<file path="src/include/oseq_pkg.sv">
package oseq_pkg;

  // ----------------------------------------------------------------
  // Command codes of the sequencing registers
  // ----------------------------------------------------------------
  localparam logic [7:0] CMD_OK_ON = 8'h5e;
  localparam logic [7:0] CMD_OK_OFF = 8'h5f;
  localparam logic [7:0] CMD_TON_WAIT = 8'h60;
  localparam logic [7:0] CMD_TON_RAMP = 8'h61;
  localparam logic [7:0] CMD_TON_LIMIT = 8'h62;
  localparam logic [7:0] CMD_TON_ACTION = 8'h63;
  localparam logic [7:0] CMD_TOFF_WAIT = 8'h64;
  localparam logic [7:0] CMD_TOFF_RAMP = 8'h65;
  localparam logic [7:0] CMD_TOFF_LIMIT = 8'h66;
  localparam int NUM_REGS = 9;
  localparam logic [15:0] REG_RESET = 16'h0000;
  localparam logic [15:0] ACTION_MASK = 16'h00ff;

  // ----------------------------------------------------------------
  // Field layouts
  // ----------------------------------------------------------------
  localparam int RSP_LSB = 6;
  localparam int RTY_LSB = 3;
  localparam int DLY_LSB = 0;
  localparam int LIN_EXP_LSB = 11;
  localparam logic [1:0] RSP_IGNORE = 2'h0;
  localparam logic [1:0] RSP_OPERATE = 2'h1;
  localparam logic [1:0] RSP_DISABLE = 2'h2;
  localparam logic [1:0] RSP_LATCH = 2'h3;
  localparam logic [2:0] RTY_NONE = 3'h0;
  localparam logic [2:0] RTY_FOREVER = 3'h7;
  localparam int OFF_FRACTION_SHIFT = 3;

  // ----------------------------------------------------------------
  // Timebase
  // ----------------------------------------------------------------
  localparam int CLK_PERIOD_NS = 4;
  localparam int MS_IN_NS = 1000000;
  localparam int CYC_PER_MS = MS_IN_NS / CLK_PERIOD_NS;
  localparam int PRE_W = 18;
  localparam int MS_W = 24;

  typedef enum logic [8:0] {
    ST_OFF = 9'h001,
    ST_ON_WAIT = 9'h002,
    ST_RISE = 9'h004,
    ST_ON = 9'h008,
    ST_GRACE = 9'h010,
    ST_RETRY_WAIT = 9'h020,
    ST_LATCH = 9'h040,
    ST_OFF_WAIT = 9'h080,
    ST_FALL = 9'h100
  } oseq_state_e;

  typedef struct packed {
    logic wr;
    logic rd;
    logic [7:0] code;
    logic [15:0] wdata;
  } oseq_cmd_s;

  typedef struct packed {
    logic [15:0] vout;
    logic [15:0] uv_limit;
    logic [15:0] vout_cmd;
    logic [15:0] unit_ms;
  } oseq_mon_s;

  typedef struct packed {
    oseq_state_e st;
    logic [1:0] sync;
    logic [NUM_REGS-1:0][15:0] regs;
    logic [PRE_W-1:0] pre;
    logic [MS_W-1:0] tmr;
    logic [MS_W-1:0] tmax;
    logic tmax_arm;
    logic [MS_W-1:0] toff_tmr;
    logic toff_run;
    logic [15:0] vcmd_off;
    logic [2:0] tries;
    logic tmax_fault;
    logic toff_warn;
    logic ok;
    logic out_en;
    logic rise;
    logic fall;
    logic rd_valid;
    logic [15:0] rd_data;
  } oseq_state_s;

endpackage

</file>
<file path="src/oseq_sequencer.sv">
`timescale 1ns/1ns
`default_nettype none

// Summary of operation
// - Raise supply-ok once output reaches the assert threshold, unsigned exp -11.
// - Drop supply-ok when output falls to the separate release threshold.
// - After enable, wait the turn-on wait time in ms before rising.
// - After the wait, ramp up over the turn-on ramp time in ms.
// - Flag startup timeout if output stays below UV limit past the limit.
// - A startup limit of zero disables the timeout.
// - Response 00 ignores the fault and keeps running.
// - Response 01 runs for the delay interval, then applies retry if still failing.
// - Response 10 disables at once, then applies the retry setting.
// - Response 11 latches off until the fault is cleared or the output is commanded off.
// - Retry 000 makes no restart and latches off.
// - Retry 001..110 gives that many restarts, then latches off.
// - Retry 111 restarts without limit until commanded off.
// - Restarts are spaced by the decoded delay times the fault time unit.
// - Delay field 0..7 decodes to 1..128 units, powers of two.
// - The delay unit is the output-voltage fault time unit from outside.
// - Not every response encoding need be honoured by software assumption.
// - After disable, wait the turn-off wait time in ms before falling.
// - After that wait, ramp down over the turn-off ramp time in ms.
// - Warn if output stays above 1/8 of turn-off setpoint past the limit.
module oseq_sequencer #(
  parameter int CYC_PER_MS = oseq_pkg::CYC_PER_MS
) (
  // Clock and reset
  input wire logic sys_clk,
  input wire logic rst_n,
  // Command port
  input var oseq_pkg::oseq_cmd_s cmd,
  input wire logic clear_faults,
  output logic rd_valid,
  output logic [15:0] rd_data,
  // Enable sources
  input wire logic ctrl_pin,
  input wire logic op_on,
  // Monitored quantities
  input var oseq_pkg::oseq_mon_s mon,
  // Sequencer outputs
  output logic out_enable,
  output logic ramp_up,
  output logic ramp_down,
  output logic supply_ok_indication,
  output logic startup_timeout_fault,
  output logic shutdown_timeout_warn
);

  oseq_pkg::oseq_state_s s;
  oseq_pkg::oseq_state_s n;

  logic en;
  logic tick;
  logic vlow;
  logic cmd_hit;
  logic [3:0] cmd_idx;
  logic [1:0] rsp;
  logic [2:0] rty;
  logic [2:0] dly;
  logic [oseq_pkg::MS_W-1:0] wait_ms;
  logic [oseq_pkg::MS_W-1:0] ton_ms;
  logic [oseq_pkg::MS_W-1:0] rise_ms;
  logic [oseq_pkg::MS_W-1:0] tlim_ms;
  logic [oseq_pkg::MS_W-1:0] toff_ms;
  logic [oseq_pkg::MS_W-1:0] fall_ms;
  logic [oseq_pkg::MS_W-1:0] wlim_ms;

  // ----------------------------------------------------------------
  // Linear-format time to whole ms
  // ----------------------------------------------------------------
  // Fractions of a ms are dropped; negative mantissa means zero
  function automatic logic [oseq_pkg::MS_W-1:0] lin_ms(input logic [15:0] v);
    logic signed [4:0] e;
    logic [39:0] m;
    logic [39:0] r;
    e = v[15:oseq_pkg::LIN_EXP_LSB];
    m = {29'h0, v[10:0]};
    if (v[10]) begin
      r = 40'h0;
    end else if (e >= 0) begin
      r = m << e;
    end else begin
      r = m >> (-e);
    end
    if (r[39:oseq_pkg::MS_W] != '0) begin
      lin_ms = '1;
    end else begin
      lin_ms = r[oseq_pkg::MS_W-1:0];
    end
  endfunction

  assign ton_ms = lin_ms(s.regs[4'd2]);
  assign rise_ms = lin_ms(s.regs[4'd3]);
  assign tlim_ms = lin_ms(s.regs[4'd4]);
  assign toff_ms = lin_ms(s.regs[4'd6]);
  assign fall_ms = lin_ms(s.regs[4'd7]);
  assign wlim_ms = lin_ms(s.regs[4'd8]);

  assign rsp = s.regs[4'd5][oseq_pkg::RSP_LSB +: 2];
  assign rty = s.regs[4'd5][oseq_pkg::RTY_LSB +: 3];
  assign dly = s.regs[4'd5][oseq_pkg::DLY_LSB +: 3];
  // Unit comes from the voltage fault time unit held elsewhere
  assign wait_ms = {8'h00, mon.unit_ms} << dly;

  assign en = s.sync[1] & op_on;
  assign tick = (s.pre == oseq_pkg::PRE_W'(CYC_PER_MS - 1));
  assign vlow = mon.vout < mon.uv_limit;
  assign cmd_hit = (cmd.code >= oseq_pkg::CMD_OK_ON) && (cmd.code <= oseq_pkg::CMD_TOFF_LIMIT);
  assign cmd_idx = 4'(cmd.code - oseq_pkg::CMD_OK_ON);

  // ----------------------------------------------------------------
  // Next-state logic
  // ----------------------------------------------------------------
  always_comb begin
    n = s;
    n.sync = {s.sync[0], ctrl_pin};
    n.pre = tick ? '0 : s.pre + 1'b1;
    n.tmr = (tick && s.tmr != '1) ? s.tmr + 1'b1 : s.tmr;
    n.rd_valid = cmd.rd;
    n.rd_data = 16'h0000;
    if (cmd.rd && cmd_hit) begin
      n.rd_data = s.regs[cmd_idx];
    end
    if (cmd.wr && cmd_hit) begin
      if (cmd.code == oseq_pkg::CMD_TON_ACTION) begin
        n.regs[cmd_idx] = cmd.wdata & oseq_pkg::ACTION_MASK;
      end else begin
        n.regs[cmd_idx] = cmd.wdata;
      end
    end
    if (clear_faults) begin
      n.tmax_fault = 1'b0;
      n.toff_warn = 1'b0;
    end
    if (s.tmax_arm && tick) begin
      n.tmax = s.tmax + 1'b1;
    end
    case (s.st)
      oseq_pkg::ST_OFF: begin
        if (en) begin
          n.st = oseq_pkg::ST_ON_WAIT;
          n.tries = 3'h0;
        end
      end
      oseq_pkg::ST_ON_WAIT: begin
        if (!en) begin
          n.st = oseq_pkg::ST_OFF;
        end else if (s.tmr >= ton_ms) begin
          n.st = oseq_pkg::ST_RISE;
          n.tmax = '0;
          n.tmax_arm = 1'b1;
        end
      end
      oseq_pkg::ST_RISE, oseq_pkg::ST_ON: begin
        if (!en) begin
          n.st = oseq_pkg::ST_OFF_WAIT;
        end else begin
          if (s.st == oseq_pkg::ST_RISE && s.tmr >= rise_ms) begin
            n.st = oseq_pkg::ST_ON;
          end
          if (!vlow) begin
            n.tmax_arm = 1'b0;
          end else if (s.tmax_arm && tlim_ms != '0 && s.tmax >= tlim_ms) begin
            n.tmax_arm = 1'b0;
            n.tmax_fault = 1'b1;
            // Unsupported codes are not expected; all four are honoured
            case (rsp)
              oseq_pkg::RSP_IGNORE: n.tmax_fault = 1'b1;
              oseq_pkg::RSP_OPERATE: n.st = oseq_pkg::ST_GRACE;
              oseq_pkg::RSP_DISABLE: n.st = oseq_pkg::ST_RETRY_WAIT;
              default: n.st = oseq_pkg::ST_LATCH;
            endcase
          end
        end
      end
      oseq_pkg::ST_GRACE: begin
        if (!en) begin
          n.st = oseq_pkg::ST_OFF_WAIT;
        end else if (s.tmr >= wait_ms) begin
          n.st = vlow ? oseq_pkg::ST_RETRY_WAIT : oseq_pkg::ST_ON;
        end
      end
      oseq_pkg::ST_RETRY_WAIT: begin
        if (!en) begin
          n.st = oseq_pkg::ST_OFF;
        end else if (rty == oseq_pkg::RTY_NONE) begin
          n.st = oseq_pkg::ST_LATCH;
        end else if (rty != oseq_pkg::RTY_FOREVER && s.tries >= rty) begin
          n.st = oseq_pkg::ST_LATCH;
        end else if (s.tmr >= wait_ms) begin
          n.st = oseq_pkg::ST_ON_WAIT;
          n.tries = (rty == oseq_pkg::RTY_FOREVER) ? s.tries : s.tries + 3'h1;
        end
      end
      oseq_pkg::ST_LATCH: begin
        // Off command or a clear releases the latch
        if (!en || clear_faults) begin
          n.st = oseq_pkg::ST_OFF;
        end
      end
      oseq_pkg::ST_OFF_WAIT: begin
        if (s.tmr >= toff_ms) begin
          n.st = oseq_pkg::ST_FALL;
        end
      end
      oseq_pkg::ST_FALL: begin
        if (s.tmr >= fall_ms) begin
          n.st = oseq_pkg::ST_OFF;
        end
      end
      default: n.st = oseq_pkg::ST_OFF;
    endcase
    if (n.st != s.st) begin
      n.pre = '0;
      n.tmr = '0;
    end
    // Shutdown watch starts at the disable request and outlives the ramp
    if (n.st == oseq_pkg::ST_OFF_WAIT && s.st != oseq_pkg::ST_OFF_WAIT) begin
      n.toff_run = 1'b1;
      n.toff_tmr = '0;
      n.vcmd_off = mon.vout_cmd;
    end else if (s.toff_run) begin
      if (mon.vout < (s.vcmd_off >> oseq_pkg::OFF_FRACTION_SHIFT)) begin
        n.toff_run = 1'b0;
      end else if (wlim_ms != '0 && s.toff_tmr >= wlim_ms) begin
        n.toff_run = 1'b0;
        n.toff_warn = 1'b1;
      end else if (tick) begin
        n.toff_tmr = s.toff_tmr + 1'b1;
      end
    end
    n.out_en = (n.st == oseq_pkg::ST_RISE) || (n.st == oseq_pkg::ST_ON) ||
               (n.st == oseq_pkg::ST_GRACE) || (n.st == oseq_pkg::ST_OFF_WAIT) ||
               (n.st == oseq_pkg::ST_FALL);
    n.rise = n.st == oseq_pkg::ST_RISE;
    n.fall = n.st == oseq_pkg::ST_FALL;
    if (!n.out_en) begin
      n.ok = 1'b0;
    end else if (mon.vout >= s.regs[4'd0]) begin
      n.ok = 1'b1;
    end else if (mon.vout <= s.regs[4'd1]) begin
      n.ok = 1'b0;
    end
  end

  always_ff @(posedge sys_clk or negedge rst_n) begin
    if (!rst_n) begin
      s <= '{st: oseq_pkg::ST_OFF, regs: {oseq_pkg::NUM_REGS{oseq_pkg::REG_RESET}}, default: '0};
    end else begin
      s <= n;
    end
  end

  assign out_enable = s.out_en;
  assign ramp_up = s.rise;
  assign ramp_down = s.fall;
  assign supply_ok_indication = s.ok;
  assign startup_timeout_fault = s.tmax_fault;
  assign shutdown_timeout_warn = s.toff_warn;
  assign rd_valid = s.rd_valid;
  assign rd_data = s.rd_data;
endmodule

`default_nettype wire

</file>
<file path="config.mk">
export PLATFORM = sky130hd
export DESIGN_NAME = oseq_sequencer
export DESIGN_NICKNAME = d
export VERILOG_FILES = /design/src/include/oseq_pkg.sv /design/src/oseq_sequencer.sv
export SDC_FILE = /design/constraint.sdc
export NUM_CORES = 1
export LEC_CHECK = 0
export BUFFER_PORTS_ARGS = -buffer_cell sky130_fd_sc_hd__buf_2
export CAP_MARGIN = 20
export CORE_ASPECT_RATIO = 1.4
export CORE_MARGIN = 2
export CORE_UTILIZATION = 35
export CTS_CLUSTER_DIAMETER = 80
export CTS_CLUSTER_SIZE = 8
export DETAILED_ROUTE_END_ITERATION = 6
export PLACE_DENSITY = 0.56
export SETUP_SLACK_MARGIN = 0.05
export SYNTH_ARGS = -nofsm -noshare
export SYNTH_HDL_FRONTEND = slang
export SYNTH_SLANG_ARGS = --single-unit
</file>
<file path="constraint.sdc">
create_clock -name sys_clk -period 5.17 [get_ports sys_clk]
set_clock_uncertainty 0.2 [all_clocks]
set_input_delay 0.2585 -clock sys_clk [delete_from_list [all_inputs] [get_ports sys_clk]]
set_output_delay 0.2585 -clock sys_clk [all_outputs]
set_load 0.01 [all_outputs]
</file>
==> impl_metrics.env <==
export IMPL_timing_critical_path_to_type="flip-flop"
export IMPL_avgViaCountPerCell=5.61
export IMPL_power_report_internal_total_mw=4.81
export IMPL_num_cts_buffers=42
export IMPL_synth_lib_cells_used_distinct=86
export IMPL_layout_worst_path_cycle_share=1.08
export IMPL_p_switching_mw=2.36
export IMPL_initial_util=0.353
export IMPL_outcome="finished with violations"
export IMPL_slew_limit_headroom=0.349
export IMPL_worstHoldPathType="in -> reg"
export IMPL_maximum_resistive_drop_on_vdd_mv=0.208
export IMPL_cell_count_after_placement=4835
export IMPL_max_clock_path_buffers=3
export IMPL_critical_path_class="reg -> reg"
export IMPL_async_flop_share=1.00
export IMPL_number_of_antenna_violations_at_the_first_check_in_global_routing=2
export IMPL_drc_violation_count_after_routing=0
export IMPL_htree_num_levels=2
export IMPL_detailedRoute_firstIterationViolations=1910
export IMPL_insertion_delay_ps=600
export IMPL_cts_num_sinks=286
export IMPL_max_cap_viol_count=0
export IMPL_globalRoute_totalOverflow=0
export IMPL_tritoncts="yes"
export IMPL_cts_root_buf="clkbuf_16"
export IMPL_syn_instance_count=3337
export IMPL_path_clk_slew_ps=50
export IMPL_final_seq_area_um2=7170
export IMPL_synth_flop_cell="dfrtp_1"
export IMPL_die_x_um=242
export IMPL_detailed_place_hpwl_um=79800
export IMPL_syn2layout_area_growth_pct=31.8
export IMPL_setup_viol=50
export IMPL_grt_setup_unrepaired="yes"
export IMPL_first_global_vias=28085
export IMPL_finalWorstPathRequiredPeriod_ps=5570
export IMPL_p_clk_frac=0.366
export IMPL_powerDensity_nw_per_um2=195
export IMPL_synth_seq_area_share=0.257
export IMPL_synth_most_common_cell="nand2_1"
export IMPL_failed_checks="negative setup slack"
export IMPL_power_combinational_fraction=0.285
export IMPL_grt_pass1_wl_um=161000
export IMPL_vias=27999
export IMPL_buffer_ports_inserted=114
export IMPL_multi_input_gate_area_in_the_final_layout_um2=20500
export IMPL_final_critical_path_setup_slack_ps=-403
export IMPL_critical_path_peak_fanout=7
export IMPL_floorplan_die_area_um2=81900
export IMPL_drt_total_wl_um=105000
export IMPL_num_io_pins=118
export IMPL_core_area_um2=78900
export IMPL_timing_final_hold_violations=0
export IMPL_synth_cells_most_frequent="nand2_1, dfrtp_1, a21oi_1, ha_1, nor2_1"
export IMPL_die_height_um=338
export IMPL_worst_ep_required_time_ps=5460
export IMPL_critPathLaunchType="flip-flop"
export IMPL_gp_routability_congestion=0.954
export IMPL_synth_seq_cells=286
export IMPL_fin_nets=4264
export IMPL_wire_per_inst_um=21.0
export IMPL_grt_max_degree=112
export IMPL_total_power_mw=7.16
export IMPL_fin_cells=4988
export IMPL_nFillCells=7767
export IMPL_finalCoreUtilization=0.465
export IMPL_synth_nets=3681
export IMPL_post_route_cells_drive_above_1_share=0.306
export IMPL_grt_util_all_layers=0.250
export IMPL_core_rowCount=122
export IMPL_synth_edff_count=0
export IMPL_yosys_top_cells_area="dfrtp_1, ha_1, nand2_1"
export IMPL_worstRegToRegCells=23
export IMPL_static_leakage_power_nw=16.3
export IMPL_timing_max_transition_violations_final=0
export IMPL_power_switching_share=0.329
export IMPL_tightest_slew_ps=977
export IMPL_yosys_warnings=0
export IMPL_yosysTopAreaCell="dfrtp_1"
export IMPL_synth_area_per_cell_um2=8.35
export IMPL_detailed_router_iteration_count_before_antenna_repair=5
export IMPL_mappedNetlistArea_um2=27900
export IMPL_share_of_yosys_cell_area_claimed_by_the_top_area_cell_type=0.256
export IMPL_signal_arrival_time_at_the_worst_endpoint_ps=5870
export IMPL_whs_path_depth=2
export IMPL_p_seq_frac=0.349
export IMPL_postRouteAntennaNets=0
export IMPL_max_freq_ghz=0.179
through the flow:
| stage | hold slack (ps) | setup slack [ps] | TNS (ps) | cell area, um2 |
|---|---|---|---|---|
| 6_report | 37.6 | -403 | -14270 | 36700 |
| 5_1_grt | 12.5 | -704 | -28460 | 36700 |
| 4_1_cts | 1.08 | -450 | -17370 | 35700 |
| 3_5_place_dp | 141 | -736 | -40560 | 33200 |
| 3_3_place_gp | 131 | -696 | -35890 | 33200 |
| 2_1_floorplan | -237 | -29.9 | -896 | 28000 |
critical path, stage by stage, from the launching register on:
cell       delay, ps
dfrtp_2          460
buf_4            160
mux4_2           320
mux2_4           290
o21a_1           200
or4_4            530
nor4_4           160
nor3_2           100
a221o_1          270
ha_1             270
nand2b_4         150
a2111oi_4        290
nor3_2            70
a2111oi_2        230
o31ai_1          130
a211oi_1         230
buf_4            210
nor2b_4          150
o21bai_1         120
nand4_1          120
a211o_4          330
buf_12           160
buf_16           140
nor3_1           200
what timing repair did:
action | in CTS | in global routing
hold buffers | 18 | 0
resized for setup | 157 | 164
setup buffers | 48 | 27
endpoints found under the hold margin | 126 | 0
setup endpoints to repair | 95 | 96
pin swaps | 65 | 68
gates cloned | 6 | 4
power groups by stage:
| stage | sequential, mW | combinational [mW] | clock [mW] |
|---|---|---|---|
| CTS | 2.49 | 1.96 | 2.69 |
| detailed placement | 2.53 | 1.81 | 0 |
| floorplan | 2.48 | 1.09 | 0 |
| finish | 2.50 | 2.04 | 2.62 |
| global route | 2.51 | 2.24 | 2.75 |
| global placement | 2.53 | 1.79 | 0 |
path summary, 6_finish.rpt:
| kind | startpoint | endpoint | slack, ps |
|---|---|---|---|
| worst max-delay path | s[178] | s[114] | -400 |
| min in group asynchronous | rst_n | asynchronous set/reset pin | 60 |
| worst min register to register | n[279] | s[279] | 150 |
| worst max register to register | s[178] | s[114] | -400 |
| worst min-delay path | cmd[7] | flip-flop | 40 |
| max in group asynchronous | rst_n | s[117] | 3380 |
cells by family after synthesis:
logic type	after synthesis	share of synthesized area
AND/OR/NAND/NOR	1152	0.200
adder cells (fa/ha/maj)	249	0.112
multiplexers	322	0.150
XOR/XNOR	83	0.0261
flip-flops	286	0.257
AO/OA/AOI/OAI	884	0.201
buffers and inverters	361	0.0540
final cells by class:
class,count,share of cell area
tap,1054,0.0359
clock inverter,5,0.00194
sequential,286,0.195
antenna,1,0.0000682
multi-input combinational,2690,0.559
clock buffer,52,0.0296
timing repair buffer,776,0.166
inverter,124,0.0127
placed cells by master, fill, tap and decap left out, types with 14 or more instances in the layout:
cell type | synthesis | routed
xnor2_1 | 33 | 32
a21oi_2 | 0 | 16
nor3_4 | 0 | 27
nor3_2 | 0 | 16
a211oi_1 | 42 | 33
nand2_1 | 394 | 388
nand4_1 | 57 | 57
nor4_1 | 23 | 15
mux4_2 | 64 | 64
o31ai_1 | 18 | 17
ha_1 | 249 | 245
o21a_1 | 17 | 16
mux2_2 | 121 | 115
o21ai_0 | 222 | 203
nand2b_1 | 44 | 40
buf_4 | 17 | 584
and2_1 | 26 | 25
clkbuf_16 | 0 | 46
mux2i_1 | 136 | 124
dlygate4sd3_1 | 0 | 18
buf_2 | 25 | 114
buf_12 | 0 | 16
a31oi_1 | 16 | 14
or4_1 | 23 | 16
nor2b_1 | 49 | 45
a21o_1 | 78 | 78
and3_1 | 28 | 28
o211ai_1 | 26 | 26
xor2_1 | 50 | 50
o21ai_1 | 3 | 15
o22ai_1 | 44 | 41
a221oi_1 | 41 | 32
nor2_1 | 223 | 214
a21oi_1 | 251 | 234
buf_6 | 7 | 27
dfrtp_1 | 285 | 279
nor3_1 | 107 | 64
inv_1 | 116 | 114
nand3_1 | 100 | 99
routing by layer:
metal | vias to the layer above | routed length [um] | track usage
met5 | - | 13 | 0
met4 | 2 | 7320 | 0.156
met3 | 301 | 4230 | 0.0288
met2 | 795 | 51600 | 0.446
met1 | 13391 | 41500 | 0.284
li1 | 13510 | - | -
Power figures use the tool's default switching activity.
